### src/twpsi_cfg.svh
// Constants of the two-wire potentiometer slave front end.
`ifndef TWPSI_CFG_SVH
`define TWPSI_CFG_SVH

// Clock rate of sys_clk in MHz.
`define TWPSI_CLK_MHZ 100
// Typical internal nonvolatile write time in microseconds (5 ms).
`define TWPSI_NV_WRITE_US 5000
// Cycles of sys_clk for one nonvolatile write.
`define TWPSI_NV_WRITE_CYCLES (`TWPSI_NV_WRITE_US * `TWPSI_CLK_MHZ)
// Width of the nonvolatile write cycle counter.
`define TWPSI_NV_CNT_W 20

// Instruction opcodes held in the upper nibble of the instruction byte.
`define TWPSI_OP_RD_WIPER 4'h9
`define TWPSI_OP_WR_WIPER 4'ha
`define TWPSI_OP_RD_STORED 4'hb
`define TWPSI_OP_WR_STORED 4'hc
`define TWPSI_OP_STORED_TO_WIPER 4'hd
`define TWPSI_OP_WIPER_TO_STORED 4'he

// Field positions inside the instruction byte.
`define TWPSI_OPC_HI 7
`define TWPSI_OPC_LO 4
`define TWPSI_SEL_HI 3
`define TWPSI_SEL_LO 2

// Reset contents of the stored-setting registers (emulated nonvolatile cells).
`define TWPSI_STORED_RESET 6'h20

`endif

### src/twpsi_pkg.sv
// Types shared by the two-wire potentiometer slave front end.
package twpsi_pkg;

   // Protocol states of the serial slave.
   typedef enum logic [3:0] {
      TWPSI_IDLE = 4'b0000,
      TWPSI_ADDR = 4'b0001,
      TWPSI_ACK_ADDR = 4'b0010,
      TWPSI_CMD = 4'b0011,
      TWPSI_ACK_CMD = 4'b0100,
      TWPSI_WDATA = 4'b0101,
      TWPSI_ACK_DATA = 4'b0110,
      TWPSI_RDATA = 4'b0111,
      TWPSI_RACK = 4'b1000,
      TWPSI_IGNORE = 4'b1001
   } twpsi_state_t;

endpackage : twpsi_pkg

### src/twpsi_slave.sv
// Serial slave front end, wiper and stored-setting registers of a digital potentiometer.
`timescale 1ns/1ps
`include "twpsi_cfg.svh"

// Operation
// - Data changes only with clock low
// - Ignore everything until a start
// - Release after eight bits, ack ninth
// - Ack address, command and data byte
// - Upper address nibble is fixed type
// - Lower nibble must match strap pins
// - Straps allow eight devices per bus
// - Data pin open drain, low only
// - Write protect low blocks nonvolatile writes
// - Stop starts nonvolatile write, inputs off
// - No address ack while write busy
// - Six-bit wiper decodes to one tap
// - Never two taps enabled together
// - Wiper loadable directly or from stored
// - Instruction byte: opcode, select, zeros
// - Reset loads wiper from stored zero
module twpsi_slave #(
   // Device type code in the address byte; the value is arbitrary.
   parameter logic [3:0] DEV_TYPE = 4'ha,
   // Fourth compared address bit, which has no strap pin.
   parameter logic ADDR_BIT1 = 1'b0,
   // Length of one nonvolatile write in sys_clk cycles.
   parameter int NV_WRITE_CYCLES = `TWPSI_NV_WRITE_CYCLES
) (
   // Clock and reset.
   input wire logic sys_clk,
   input wire logic sys_rst,
   // Two-wire bus pins.
   input wire logic scl_in,
   input wire logic sda_in,
   output logic sda_out,
   output logic sda_oe,
   // Static control pins.
   input wire logic [2:0] address_strap_pins,
   input wire logic write_protect_n,
   // Potentiometer side.
   output logic [5:0] wiper_position_register,
   output logic [63:0] tap_select,
   output logic nv_busy
);

   // Raw pin vector: bit 0 clock, bit 1 data, bit 2 protect, bits 5:3 straps.
   logic [5:0] pin_raw;
   // Three synchroniser stages per pin.
   logic [5:0] sync1, sync2, sync3;
   // Filtered pin levels, updated when stages two and three agree.
   logic [5:0] pin_level;
   // Previous filtered clock and data levels.
   logic scl_prev, sda_prev;
   // Bus events.
   logic scl_rise, scl_fall, start_seen, stop_seen;
   // Protocol state.
   twpsi_pkg::twpsi_state_t state;
   // Receive shift register and bit counter.
   logic [7:0] rx_shift;
   logic [2:0] bit_cnt;
   logic byte_done;
   // Transmit shift register and latched instruction byte.
   logic [7:0] tx_shift, instr;
   // Stored-setting registers.
   logic [5:0] stored_setting_registers [4];
   // Pending nonvolatile write: armed flag, target and value.
   logic nv_armed;
   logic [1:0] nv_sel;
   logic [5:0] nv_value;
   // Nonvolatile write cycle counter.
   logic [`TWPSI_NV_CNT_W-1:0] nv_cnt;
   // Power-up recall request.
   logic recall_pending;
   // Decoded helpers.
   logic [7:0] own_address;
   logic [3:0] opcode;
   logic [1:0] sel;
   logic known_op, is_read, is_write;

   assign pin_raw = {address_strap_pins, write_protect_n, sda_in, scl_in};

   // Synchronise every pin through three stages and filter on agreement.
   genvar gi;
   generate
      for (gi = 0; gi < 6; gi = gi + 1) begin : g_sync
         always_ff @(posedge sys_clk) begin
            if (sys_rst) begin
               {sync1[gi], sync2[gi], sync3[gi], pin_level[gi]} <= 4'hf;
            end else begin
               sync1[gi] <= pin_raw[gi];
               sync2[gi] <= sync1[gi];
               sync3[gi] <= sync2[gi];
               // The level changes only when the later stages agree.
               if (sync2[gi] == sync3[gi]) begin
                  pin_level[gi] <= sync3[gi];
               end
            end
         end
      end
   endgenerate

   // Remember the last filtered bus levels for edge detection.
   always_ff @(posedge sys_clk) begin
      if (sys_rst) begin
         {sda_prev, scl_prev} <= 2'b11;
      end else begin
         {sda_prev, scl_prev} <= pin_level[1:0];
      end
   end

   // Clock edges; the device only samples the clock, never drives it.
   // slave clock only
   assign scl_rise = pin_level[0] & ~scl_prev;
   assign scl_fall = ~pin_level[0] & scl_prev;
   assign start_seen = pin_level[0] & scl_prev & sda_prev & ~pin_level[1];
   assign stop_seen = pin_level[0] & scl_prev & ~sda_prev & pin_level[1];

   // eight strap combinations
   // Three straps and the fixed fourth bit form the low nibble.
   assign own_address = {DEV_TYPE, pin_level[5], pin_level[4], ADDR_BIT1, pin_level[3]};

   assign opcode = rx_shift[`TWPSI_OPC_HI:`TWPSI_OPC_LO];
   assign sel = rx_shift[`TWPSI_SEL_HI:`TWPSI_SEL_LO];
   assign known_op = (rx_shift[1:0] == 2'b00) &&
      ((opcode == `TWPSI_OP_RD_WIPER) || (opcode == `TWPSI_OP_WR_WIPER) ||
       (opcode == `TWPSI_OP_RD_STORED) || (opcode == `TWPSI_OP_WR_STORED) ||
       (opcode == `TWPSI_OP_STORED_TO_WIPER) || (opcode == `TWPSI_OP_WIPER_TO_STORED));
   assign is_read = (instr[`TWPSI_OPC_HI:`TWPSI_OPC_LO] == `TWPSI_OP_RD_WIPER) ||
      (instr[`TWPSI_OPC_HI:`TWPSI_OPC_LO] == `TWPSI_OP_RD_STORED);
   assign is_write = (instr[`TWPSI_OPC_HI:`TWPSI_OPC_LO] == `TWPSI_OP_WR_WIPER) ||
      (instr[`TWPSI_OPC_HI:`TWPSI_OPC_LO] == `TWPSI_OP_WR_STORED);

   // Sample data on each rising clock edge in the address, command and data states; reads count their bits here too.
   always_ff @(posedge sys_clk) begin
      if (sys_rst) begin
         {rx_shift, bit_cnt, byte_done} <= 12'h000;
      end else if (start_seen) begin
         bit_cnt <= 3'h0;
         byte_done <= 1'b0;
      end else if (scl_rise && ((state == twpsi_pkg::TWPSI_ADDR) ||
                                (state == twpsi_pkg::TWPSI_CMD) ||
                                (state == twpsi_pkg::TWPSI_WDATA) ||
                                (state == twpsi_pkg::TWPSI_RDATA))) begin
         rx_shift <= {rx_shift[6:0], pin_level[1]};
         bit_cnt <= bit_cnt + 3'h1;
         // The eighth bit completes the byte.
         byte_done <= (bit_cnt == 3'h7);
      end else if (scl_fall) begin
         byte_done <= 1'b0;
      end
   end

   // Protocol state machine, data line drive and transmit shifting.
   always_ff @(posedge sys_clk) begin
      if (sys_rst) begin
         state <= twpsi_pkg::TWPSI_IDLE;
         sda_oe <= 1'b0;
         // The pin is open drain, so its driven level stays low for good.
         sda_out <= 1'b0;
         {tx_shift, instr} <= 16'h0000;
      end else if (start_seen) begin
         state <= twpsi_pkg::TWPSI_ADDR;
         sda_oe <= 1'b0;
      end else if (stop_seen) begin
         state <= twpsi_pkg::TWPSI_IDLE;
         sda_oe <= 1'b0;
      end else if (scl_fall) begin
         case (state)
            twpsi_pkg::TWPSI_ADDR: begin
               if (byte_done) begin
                  if ((rx_shift == own_address) && !nv_busy) begin
                     state <= twpsi_pkg::TWPSI_ACK_ADDR;
                     sda_oe <= 1'b1;
                  end else begin
                     state <= twpsi_pkg::TWPSI_IGNORE;
                  end
               end
            end
            twpsi_pkg::TWPSI_ACK_ADDR: begin
               sda_oe <= 1'b0;
               state <= twpsi_pkg::TWPSI_CMD;
            end
            twpsi_pkg::TWPSI_CMD: begin
               if (byte_done) begin
                  if (known_op) begin
                     instr <= rx_shift;
                     sda_oe <= 1'b1;
                     state <= twpsi_pkg::TWPSI_ACK_CMD;
                  end else begin
                     state <= twpsi_pkg::TWPSI_IGNORE;
                  end
               end
            end
            twpsi_pkg::TWPSI_ACK_CMD: begin
               if (is_read) begin
                  // The first data bit goes out as the ack clock ends.
                  if (instr[`TWPSI_OPC_HI:`TWPSI_OPC_LO] == `TWPSI_OP_RD_WIPER) begin
                     tx_shift <= {2'b00, wiper_position_register};
                  end else begin
                     tx_shift <= {2'b00,
                        stored_setting_registers[instr[`TWPSI_SEL_HI:`TWPSI_SEL_LO]]};
                  end
                  sda_oe <= 1'b1;
                  state <= twpsi_pkg::TWPSI_RDATA;
               end else if (is_write) begin
                  sda_oe <= 1'b0;
                  state <= twpsi_pkg::TWPSI_WDATA;
               end else begin
                  sda_oe <= 1'b0;
                  state <= twpsi_pkg::TWPSI_IGNORE;
               end
            end
            twpsi_pkg::TWPSI_WDATA: begin
               if (byte_done) begin
                  sda_oe <= 1'b1;
                  state <= twpsi_pkg::TWPSI_ACK_DATA;
               end
            end
            twpsi_pkg::TWPSI_ACK_DATA: begin
               sda_oe <= 1'b0;
               state <= twpsi_pkg::TWPSI_IGNORE;
            end
            twpsi_pkg::TWPSI_RDATA: begin
               // Shift the next bit out; release after the eighth.
               tx_shift <= {tx_shift[6:0], 1'b0};
               if (byte_done) begin
                  sda_oe <= 1'b0;
                  state <= twpsi_pkg::TWPSI_RACK;
               end else begin
                  sda_oe <= ~tx_shift[6];
               end
            end
            twpsi_pkg::TWPSI_RACK: begin
               state <= twpsi_pkg::TWPSI_IGNORE;
            end
            default: begin
               // Idle and ignore wait for the next start.
               sda_oe <= 1'b0;
            end
         endcase
      end
   end

   // Wiper register: recall, direct write and copy from stored settings.
   always_ff @(posedge sys_clk) begin
      if (sys_rst) begin
         wiper_position_register <= 6'h00;
         recall_pending <= 1'b1;
      end else if (recall_pending) begin
         wiper_position_register <= stored_setting_registers[0];
         recall_pending <= 1'b0;
      end else if (scl_fall && (state == twpsi_pkg::TWPSI_WDATA) && byte_done &&
                   (instr[`TWPSI_OPC_HI:`TWPSI_OPC_LO] == `TWPSI_OP_WR_WIPER)) begin
         wiper_position_register <= rx_shift[5:0];
      end else if (scl_fall && (state == twpsi_pkg::TWPSI_CMD) && byte_done && known_op &&
                   (opcode == `TWPSI_OP_STORED_TO_WIPER)) begin
         wiper_position_register <= stored_setting_registers[sel];
      end
   end

   // Arms a nonvolatile write from a stored write or a wiper-to-stored copy.
   always_ff @(posedge sys_clk) begin
      if (sys_rst) begin
         {nv_armed, nv_sel, nv_value} <= 9'h000;
      end else if (start_seen || stop_seen) begin
         nv_armed <= 1'b0;
      end else if (scl_fall && (state == twpsi_pkg::TWPSI_WDATA) && byte_done &&
                   (instr[`TWPSI_OPC_HI:`TWPSI_OPC_LO] == `TWPSI_OP_WR_STORED)) begin
         nv_armed <= 1'b1;
         nv_sel <= instr[`TWPSI_SEL_HI:`TWPSI_SEL_LO];
         nv_value <= rx_shift[5:0];
      end else if (scl_fall && (state == twpsi_pkg::TWPSI_CMD) && byte_done && known_op &&
                   (opcode == `TWPSI_OP_WIPER_TO_STORED)) begin
         nv_armed <= 1'b1;
         nv_sel <= sel;
         nv_value <= wiper_position_register;
      end
   end

   // Nonvolatile write cycle: starts on the stop, commits at its end.
   always_ff @(posedge sys_clk) begin
      if (sys_rst) begin
         {nv_busy, nv_cnt} <= '0;
         for (int i = 0; i < 4; i++) begin
            stored_setting_registers[i] <= `TWPSI_STORED_RESET;
         end
      end else if (nv_busy) begin
         if (nv_cnt == '0) begin
            nv_busy <= 1'b0;
            stored_setting_registers[nv_sel] <= nv_value;
         end else begin
            nv_cnt <= nv_cnt - 1'b1;
         end
      end else if (stop_seen && nv_armed && pin_level[2]) begin
         nv_busy <= 1'b1;
         nv_cnt <= `TWPSI_NV_CNT_W'(NV_WRITE_CYCLES - 1);
      end
   end

   always_ff @(posedge sys_clk) begin
      if (sys_rst) begin
         tap_select <= 64'h0000000000000001;
      end else begin
         tap_select <= 64'h0000000000000001 << wiper_position_register;
      end
   end

endmodule : twpsi_slave

### config.mk
export PLATFORM = sky130hd
export DESIGN_NAME = twpsi_slave
export DESIGN_NICKNAME = d
export VERILOG_FILES = /design/src/twpsi_pkg.sv /design/src/twpsi_slave.sv
export VERILOG_INCLUDE_DIRS = /design/src
export SDC_FILE = /design/constraint.sdc
export NUM_CORES = 1
export LEC_CHECK = 0
export ABC_AREA = 1
export BUFFER_PORTS_ARGS = -buffer_cell sky130_fd_sc_hd__buf_4
export CORE_ASPECT_RATIO = 1.5
export CORE_MARGIN = 2
export CORE_UTILIZATION = 55
export CTS_BUF_LIST = sky130_fd_sc_hd__clkbuf_4 sky130_fd_sc_hd__clkbuf_8
export DETAILED_ROUTE_END_ITERATION = 10
export PLACE_DENSITY_LB_ADDON = 0.05
export SKIP_CTS_REPAIR_TIMING = 1
export SLEW_MARGIN = 20
export SYNTH_ARGS = -nofsm -noshare
export SYNTH_HDL_FRONTEND = slang
export SYNTH_SLANG_ARGS = --single-unit
### constraint.sdc
create_clock -name sys_clk -period 2 [get_ports sys_clk]
set_input_delay 0.4 -clock sys_clk [delete_from_list [all_inputs] [get_ports sys_clk]]
set_output_delay 0.4 -clock sys_clk [all_outputs]
set_load 0.01 [all_outputs]
==> impl_metrics.py, run 1 <==
metrics = {
    "setup_path": {
        "critical_path_arrival_ns": 2.01,
        "critPathBufInv": 2,
        "crit_family": "simple AND/OR/NAND/NOR gates",
        "required_ns": 2.17,
        "critical_path.slowest_cell": "dfxtp_1",
        "slowest_delay_ns": 0.32,
        "cp_cell_sequence": "nor2_1 > nand2_1 > inv_1 > nand4_1 > inv_2 > nand3_1 > nand2_2",
        "critPathKind": "register to register",
        "critPathLaunchType": "register",
        "end_kind": "register",
        "cp_max_fo": 7,
    },
    "logic_synthesis": {
        "synth-main-ff-cell": "dfxtp_1",
        "yosys.area_share.xor_xnor": 0.00333,
        "synthCells": 1024,
        "synth-seq-cells": 185,
        "synth_top_family_by_area": "simple AND/OR/NAND/NOR gates",
        "synth-simple-area-share": 0.301,
        "synth.area.mux_share": 0,
        "synthTopCellsByArea": "dfxtp_1 41%, edfxtp_1 9.1%, nand2_1 8.6%, nor2_1 8.3%, nand3_1 5.1%",
        "synth.avg_cell_area_um2": 7.69,
        "netlist_area_mm2": 0.00788,
        "synth_fa_ha_area_frac": 0.00635,
        "yosysSeqAreaShare": 0.501,
        "syn_nets": 1036,
        "synth-compound-area-share": 0.114,
        "synth_area_leader_cell": "dfxtp_1",
        "yosysTopAreaCellShare": 0.409,
        "async_flop_share": 0,
        "synth_edf_count": 24,
        "yosys_warnings": 0,
        "synth.distinct_cells": 46,
    },
    "clock_tree": {
        "clkTransAtPathRegs_ns": 0.11,
        "clockBufferDepth": 2,
        "cts_buffers": 17,
        "cts_sinks": 185,
        "htree_levels": 4,
        "clkLatencyLatePin_ns": 0.47,
        "cts_root_buf": "clkbuf_8",
        "cts_tree": "built",
    },
    "placement": {
        "io_buffers": 79,
        "pre_cts_ws_ns": 0.130,
        "gp_congestion": 0.912,
        "place_hpwl_mm": 14.4,
    },
    "global_routing": {
        "grt_overflow_total": 0,
        "grt_pass1_vias": 6461,
        "track_usage": 0.263,
        "antenna_found_initial": 0,
        "grt_max_degree": 34,
        "grt_pass1_wl_mm": 31.3,
    },
    "timing": {
        "holdWs_ns": 0.105,
        "worst_clock_skew_ns": 0.0169,
        "min_period_over_period": 0.921,
        "fin_crit_ns": 1.84,
        "hold_violations": 0,
        "slew_viol_final": 0,
        "relSlewSlack": 0.650,
        "setup_violations": 0,
        "worst_pin_slew_ns": 0.524,
        "max_freq_ghz": 0.543,
        "timing.final.ws_setup_ns": 0.157,
        "grt_setup_unrepaired": "yes",
    },
    "route": {
        "vias": 6977,
        "drt_iter0_drc": 435,
        "dr.pass1.iters": 5,
        "post_drt_wl_per_cell_um": 14.8,
        "ant_nets": 0,
        "finalWirelength_mm": 19.5,
        "remaining_drc_errors": 0,
        "via_per_inst": 5.29,
    },
    "floorplanning": {
        "core_area_mm2": 0.0140,
        "fp.dieH_um": 151,
        "fp-row-count": 53,
        "start_util": 0.563,
        "die_w_um": 102,
        "die_area_mm2": 0.0153,
        "num_io_pins": 81,
    },
    "power_and_ir_drop": {
        "p_leak_nw": 3.94,
        "total_power_w": 0.00677,
        "power_density_mw_per_mm2": 736,
        "ir_drop_mv": 0.527,
    },
    "final_layout": {
        "nets": 1125,
        "area.sequential_mm2": 0.00394,
        "multi_input_comb_area_mm2": 0.00336,
        "fillers": 1241,
        "drive_above_1_share": 0.193,
        "antenna_cells": 0,
        "area_delta_synth_final_pct": 16.7,
    },
    "flow_run": {
        "maxCapViolations": 0,
    },
    "status": {
        "status": "finished, final reports clean",
    },
    "min_path": {
        "min_path_type": "input port to register",
    },
}
-- cells in the mapped netlist (all sizes together), types with 3 or more instances --
cell type	instances
inv	99
nor2	182
nor3	11
nand4	36
or2	28
a21oi	73
ha	4
o211ai	5
edfxtp	24
clkinv	3
dfxtp	161
nand3	82
buf	17
o31ai	4
clkbuf	25
a31oi	4
nand2	186
o21ai	64
-- final cells by class --
| type | count | share of cell area |
|---|---|---|
| Clock buffer | 18 | 0.0263 |
| Clock inverter | 14 | 0.0195 |
| Inverter | 102 | 0.0416 |
| Multi-Input combinational cell | 695 | 0.366 |
| Sequential cell | 185 | 0.429 |
| Tap cell | 192 | 0.0261 |
| Timing Repair Buffer | 112 | 0.0918 |
-- kinds of logic (layout without fill, tap and decap cells) --
logic type	after synthesis	in the layout
other cells	1	1
xor+xnor	3	3
flops	185	185
buf+inv	144	246
simple gates	529	529
fa+ha+maj	4	4
compound gates	158	158
-- flip-flops by register name, summed over array words and instances (netlist names), 2 cells and up, named ones only --
register / count
sync1: 6
pin_level: 3
tap_select: 64
own_address: 3
instr: 6
bit_cnt: 3
stored_setting_registers: 24
nv_cnt: 20
nv_sel: 2
nv_value: 6
sync2: 6
wiper_position_register: 6
state: 4
tx_shift: 7
sync3: 6
rx_shift: 8
-- layout by cell type, fill, tap and decap left out, types with 2 or more instances in the layout --
cell type	count
a21oi_1	65
a21oi_2	8
a31oi_1	4
buf_4	111
clkbuf_8	17
clkinv_1	3
clkinv_4	2
clkinv_8	4
dfxtp_1	161
edfxtp_1	24
ha_1	4
inv_1	90
inv_2	9
inv_6	5
inv_8	2
nand2_1	177
nand2_2	6
nand2_4	3
nand3_1	80
nand3_2	2
nand3b_1	2
nand4_1	35
nor2_1	174
nor2_2	4
nor2_4	3
nor3_1	11
o211ai_1	5
o21ai_0	52
o21ai_1	4
o21ai_2	8
o22ai_1	2
o31ai_1	4
or2_2	27
xor2_1	2
-- worst register-to-register path, delay by kind of cell, from the launching register on --
family                 cells  cell delay [ns]
buffers and inverters      2             0.29
and+or+nand+nor            5             0.93
DFF                        1             0.32
-- final timing paths --
kind	slack [ns]	startpoint	depth (start not counted)	endpoint
worst max-delay path	0.16	nv_cnt[6]	7	stored_setting_registers[1][5]
worst min-delay path	0.11	address_strap_pins[2]	2	sync1[5]
worst max register to register	0.16	nv_cnt[6]	7	stored_setting_registers[1][5]
worst min register to register	0.41	sync1[4]	1	sync2[4]
-- metrics by stage --
stage	utilization	instance area, um2	cells	TNS, ns
after floorplan	-	7880	1024	0
after global placement	0.626	8760	1286	0
after detailed placement	0.626	8760	1286	0
after CTS	0.656	9180	1318	0
after global routing	0.657	9200	1318	-0.0361
final	0.657	9200	1318	0
-- routing by layer --
metal  global-route usage  vias to the layer above  routed length, um
met1                0.306                     3197               7630
met4                0.104                        0                605
met3               0.0501                       43               1010
met5                    0                        -                  0
met2                0.470                      214              10200
li1                     -                     3523                  -
-- report_power, final --
part / leakage [nW] / internal, W / switching, W
Combinational: 2.20 / 0.000114 / 0.000220
Sequential: 1.53 / 0.00381 / 0.0000425
Clock: 0.212 / 0.00108 / 0.00150
Note: power is estimated with default switching activity, not from simulation.
==> run 2: changes to the inputs <==
Settings changed: CORE_UTILIZATION 55 to 30.
==> run 2 against run 1 <==
Compared with the run above: critical path depth down 5; combinational power rose by 7.2%; sequential power hardly changed; final cell count increased by 12%; critical path type is now register to output port; highest routed layer unchanged.
==> impl_metrics.py, run 2 (same netlist as run 1, synthesis figures left out) <==
metrics = {
    "power_and_ir_drop": {
        "swShare": 0.240,
        "internal-power_w": 0.00534,
        "p_leak_nw": 4.06,
        "seqPwrFrac": 0.548,
        "total_power_w": 0.00703,
        "ir_drop_mv": 0.441,
        "p_sw_w": 0.00169,
        "power_density_mw_per_mm2": 734,
        "clock_power_share": 0.401,
        "power_frac_comb": 0.051,
    },
    "floorplanning": {
        "fp.dieH_um": 202,
        "die_w_um": 136,
        "core_area_mm2": 0.0259,
        "num_io_pins": 81,
        "start_util": 0.305,
        "fp-row-count": 72,
        "die_area_mm2": 0.0276,
    },
    "final_layout": {
        "antenna_cells": 0,
        "nets": 1144,
        "drive_above_1_share": 0.206,
        "largest_register_ffs": 64,
        "largest-register": "tap_select",
        "design_area_mm2": 0.00958,
        "most-common-layout-cells": "175 x nor2_1, 175 x nand2_1, 161 x dfxtp_1",
        "reg_top3": "tap_select x64, stored_setting_registers x24, nv_cnt x20",
        "area_delta_synth_final_pct": 21.6,
        "final_util": 0.371,
    },
    "timing": {
        "timing.final.ws_setup_ns": 0.166,
        "worst_clock_skew_ns": 0.0133,
        "worst_pin_slew_ns": 0.628,
        "relSlewSlack": 0.581,
        "min_period_over_period": 0.917,
        "hold_violations": 0,
        "max_freq_ghz": 0.545,
        "fin_crit_ns": 1.83,
        "slew_viol_final": 0,
        "setup_violations": 0,
        "fin_tns_setup_ns": 0,
        "grt_setup_unrepaired": "no",
    },
    "placement": {
        "gp_congestion": 0.840,
        "place_hpwl_mm": 18.7,
        "dpl_cell_area_mm2": 0.00913,
        "io_buffers": 79,
        "pre_cts_ws_ns": 0.0798,
    },
    "global_routing": {
        "grt_overflow_total": 0,
        "grt_pass1_vias": 6744,
        "track_usage": 0.181,
        "grt_max_degree": 51,
        "antenna_found_initial": 0,
        "grt_pass1_wl_mm": 37.4,
    },
    "min_path": {
        "hold_start": "sda_in",
        "min_path_type": "input port to register",
    },
    "setup_path": {
        "critical_path_arrival_ns": 1.43,
        "required_ns": 1.60,
        "setup.worst_path.start": "wiper_position_register[4]",
        "cp_max_fo": 17,
        "critPathKind": "register to output port",
        "end_kind": "output port",
        "r2r-start": "nv_cnt[8]",
        "critPathLaunchType": "register",
    },
    "clock_tree": {
        "cts_sinks": 185,
        "clkTransAtPathRegs_ns": 0.10,
        "cts_tree": "built",
        "htree_levels": 4,
        "clkLatencyLatePin_ns": 0.47,
        "clockBufferDepth": 2,
        "cts_buffers": 17,
        "cts_root_buf": "clkbuf_8",
    },
    "route": {
        "post_drt_wl_per_cell_um": 16.3,
        "vias": 6881,
        "dr.pass1.iters": 5,
        "ant_nets": 0,
        "finalWirelength_mm": 24.1,
        "via_per_inst": 4.66,
        "drt_iter0_drc": 253,
        "remaining_drc_errors": 0,
    },
    "status": {
        "status": "finished, final reports clean",
    },
    "flow_run": {
        "maxCapViolations": 0,
    },
}
-- run 2: stage by stage --
stage | std cells | hold WS (ns)
after CTS | 1476 | 0.0566
after floorplan | 1024 | 0.389
final | 1476 | 0.100
after global routing | 1476 | 0.0743
after global placement | 1446 | 0.393
after detailed placement | 1446 | 0.393
-- run 2: worst paths after layout --
check,end,depth (start not counted),slack [ns]
worst min-delay path,sync1[1],2,0.10
worst min register to register,sync2[5],1,0.40
worst max-delay path,wiper_position_register[4],2,0.17
worst max register to register,stored_setting_registers[3][3],6,0.18
-- run 2: cell type report --
cell class / instances / area, um2
clock buffer: 18 / 248
clock inverter: 12 / 188
fill: 2733 / 16300
inverter: 102 / 383
multi-input combinational: 695 / 3370
sequential: 185 / 3940
tap: 333 / 417
timing repair buffer: 131 / 1030
-- run 2: critical path: stages, from the launching register on --
cell	delay [ns]
dfxtp_1	0.51
buf_4	0.29
buf_4	0.16
-- run 2: metal layers --
| metal | share of wire | wire length, um | global-route usage | vias to the layer above |
|---|---|---|---|---|
| met2 | 0.57 | 13800 | 0.363 | 110 |
| met3 | 0.028 | 671 | 0.0270 | 27 |
| met5 | 0 | 0 | 0 | - |
| li1 | - | - | - | 3556 |
| met1 | 0.38 | 9040 | 0.180 | 3188 |
| met4 | 0.024 | 586 | 0.0685 | 0 |
-- run 2: power groups by stage --
stage	combinational, W	clock (W)	sequential [W]
3_5_place_dp	0.000362	0	0.00394
2_1_floorplan	0.000201	0	0.00393
3_3_place_gp	0.000362	0	0.00394
6_report	0.000358	0.00282	0.00385
4_1_cts	0.000363	0.00293	0.00386
5_1_grt	0.000398	0.00305	0.00386
==> run 3: changes to the inputs <==
==> constraint.sdc (replaced) <==
create_clock -name sys_clk -period 2 [get_ports sys_clk]
set_input_delay 0.1 -clock sys_clk [delete_from_list [all_inputs] [get_ports sys_clk]]
set_output_delay 0.1 -clock sys_clk [all_outputs]
set_load 0.01 [all_outputs]
==> run 3 against run 2 <==
Compared with the run above: first-iteration DRC count grew 23%; sequential cell count is the same; power shrank 6.9%; wire length grew 1.0%; sequential share of layout area is essentially flat; global-route usage grew 0.22 points; die area is the same; combinational power grew 3%; final area is essentially flat; fmax shrank 2.2%; non-clock buffer count grew 15.
==> impl_metrics.py, run 3 (same netlist as run 1, synthesis figures left out) <==
metrics = {
    "status": {
        "status": "finished, final reports clean",
    },
    "placement": {
        "placed_cells": 1452,
        "gp_congestion": 0.844,
        "io_buffers": 79,
        "pre_cts_ws_ns": 0.0674,
        "place_hpwl_mm": 18.7,
    },
    "final_layout": {
        "nets": 1159,
        "area_delta_synth_final_pct": 21.7,
        "largest-register": "tap_select",
        "fillers": 2827,
        "drive_above_1_share": 0.210,
        "most-common-layout-cells": "177 x nand2_1, 175 x nor2_1, 161 x dfxtp_1",
        "reg_top3": "tap_select x64, stored_setting_registers x24, nv_cnt x20",
        "final_util": 0.371,
        "layout_commonest_cell": "nand2_1",
        "largest_register_ffs": 64,
        "stdcell_count": 1493,
        "antenna_cells": 0,
    },
    "timing": {
        "slew_viol_final": 0,
        "worst_clock_skew_ns": 0.0189,
        "max_freq_ghz": 0.533,
        "worst_pin_slew_ns": 0.536,
        "hold_violations": 0,
        "relSlewSlack": 0.640,
        "holdWs_ns": 0.357,
        "min_period_over_period": 0.937,
        "fin_crit_ns": 1.87,
        "grt_setup_unrepaired": "yes",
        "fin_tns_setup_ns": 0,
        "setup_violations": 0,
        "timing.final.ws_setup_ns": 0.125,
    },
    "power_and_ir_drop": {
        "power_density_mw_per_mm2": 684,
        "p_leak_nw": 4.08,
        "ir_drop_mv": 0.373,
    },
    "min_path": {
        "min_path_type": "input port to register",
    },
    "clock_tree": {
        "clockBufferDepth": 2,
        "clkTransAtPathRegs_ns": 0.09,
        "cts_root_buf": "clkbuf_8",
        "htree_levels": 4,
        "clkLatencyLatePin_ns": 0.48,
        "cts_sinks": 185,
        "cts_buffers": 17,
        "cts_tree": "built",
    },
    "route": {
        "dr.pass1.iters": 4,
        "top_layer_used": "met4",
        "post_drt_wl_per_cell_um": 16.3,
        "ant_nets": 0,
        "routedLengthMet1_mm": 9.20,
        "vias": 6970,
        "drt_iter0_drc": 310,
        "via_per_inst": 4.67,
        "finalWirelength_mm": 24.3,
        "wl_met2_mm": 13.6,
        "met3WireLength_um": 663,
        "remaining_drc_errors": 0,
    },
    "global_routing": {
        "grt_pass1_wl_mm": 38.2,
        "grt_max_degree": 35,
        "track_usage": 0.183,
        "grt_overflow_total": 0,
        "grt_pass1_vias": 7053,
        "antenna_found_initial": 0,
    },
    "floorplanning": {
        "die_area_mm2": 0.0276,
        "num_io_pins": 81,
        "fp.dieH_um": 202,
        "fp-row-count": 72,
        "die_w_um": 136,
        "core_area_mm2": 0.0259,
        "start_util": 0.305,
    },
    "setup_path": {
        "critPathKind": "register to register",
        "required_ns": 2.18,
        "cp_max_fo": 7,
        "critPathLaunchType": "register",
        "end_kind": "register",
        "critical_path_arrival_ns": 2.05,
    },
    "flow_run": {
        "maxCapViolations": 0,
    },
}
run 3: per-stage QoR:
step	power [W]	area, um2
2_1_floorplan	0.00414	7880
3_3_place_gp	0.00430	9130
3_5_place_dp	0.00430	9130
4_1_cts	0.00667	9480
5_1_grt	0.00685	9590
6_report	0.00655	9590
run 3: where the power goes:
| part | internal [W] | switching (W) |
|---|---|---|
| combinational | 0.000127 | 0.000242 |
| sequential | 0.00381 | 0.0000393 |
| clock | 0.000918 | 0.00141 |
| total | 0.00486 | 0.00169 |
run 3: worst max-delay path, stage by stage (launching register included):
cell	delay, ns
dfxtp_1	0.33
nor2_1	0.26
nand2_1	0.18
inv_1	0.10
nand4_1	0.22
inv_2	0.20
nand3_1	0.13
nand2_2	0.16
run 3: metal layers:
metal / track usage / vias to the layer above
met5: 0 / -
met4: 0.0811 / 0
met3: 0.0302 / 42
met2: 0.357 / 123
met1: 0.185 / 3224
li1: - / 3581
run 3: area by class of cell:
cell class | instances | area, um2 | area share
Sequential cell | 185 | 3940 | 0.411
Clock buffer | 19 | 255 | 0.0266
Tap cell | 333 | 417 | 0.0435
Inverter | 102 | 383 | 0.0399
Clock inverter | 13 | 96.3 | 0.0101
Timing Repair Buffer | 146 | 1110 | 0.116
Multi-Input combinational cell | 695 | 3380 | 0.352
run 3: final timing paths:
| check | start | endpoint | slack [ns] | cells past startpoint |
|---|---|---|---|---|
| min reg2reg | sync1[5] | sync2[5] | 0.41 | 1 |
| max reg2reg | nv_cnt[6] | stored_setting_registers[2][5] | 0.13 | 7 |
| min | scl_in | sync1[0] | 0.36 | 3 |
| max | nv_cnt[6] | stored_setting_registers[2][5] | 0.13 | 7 |
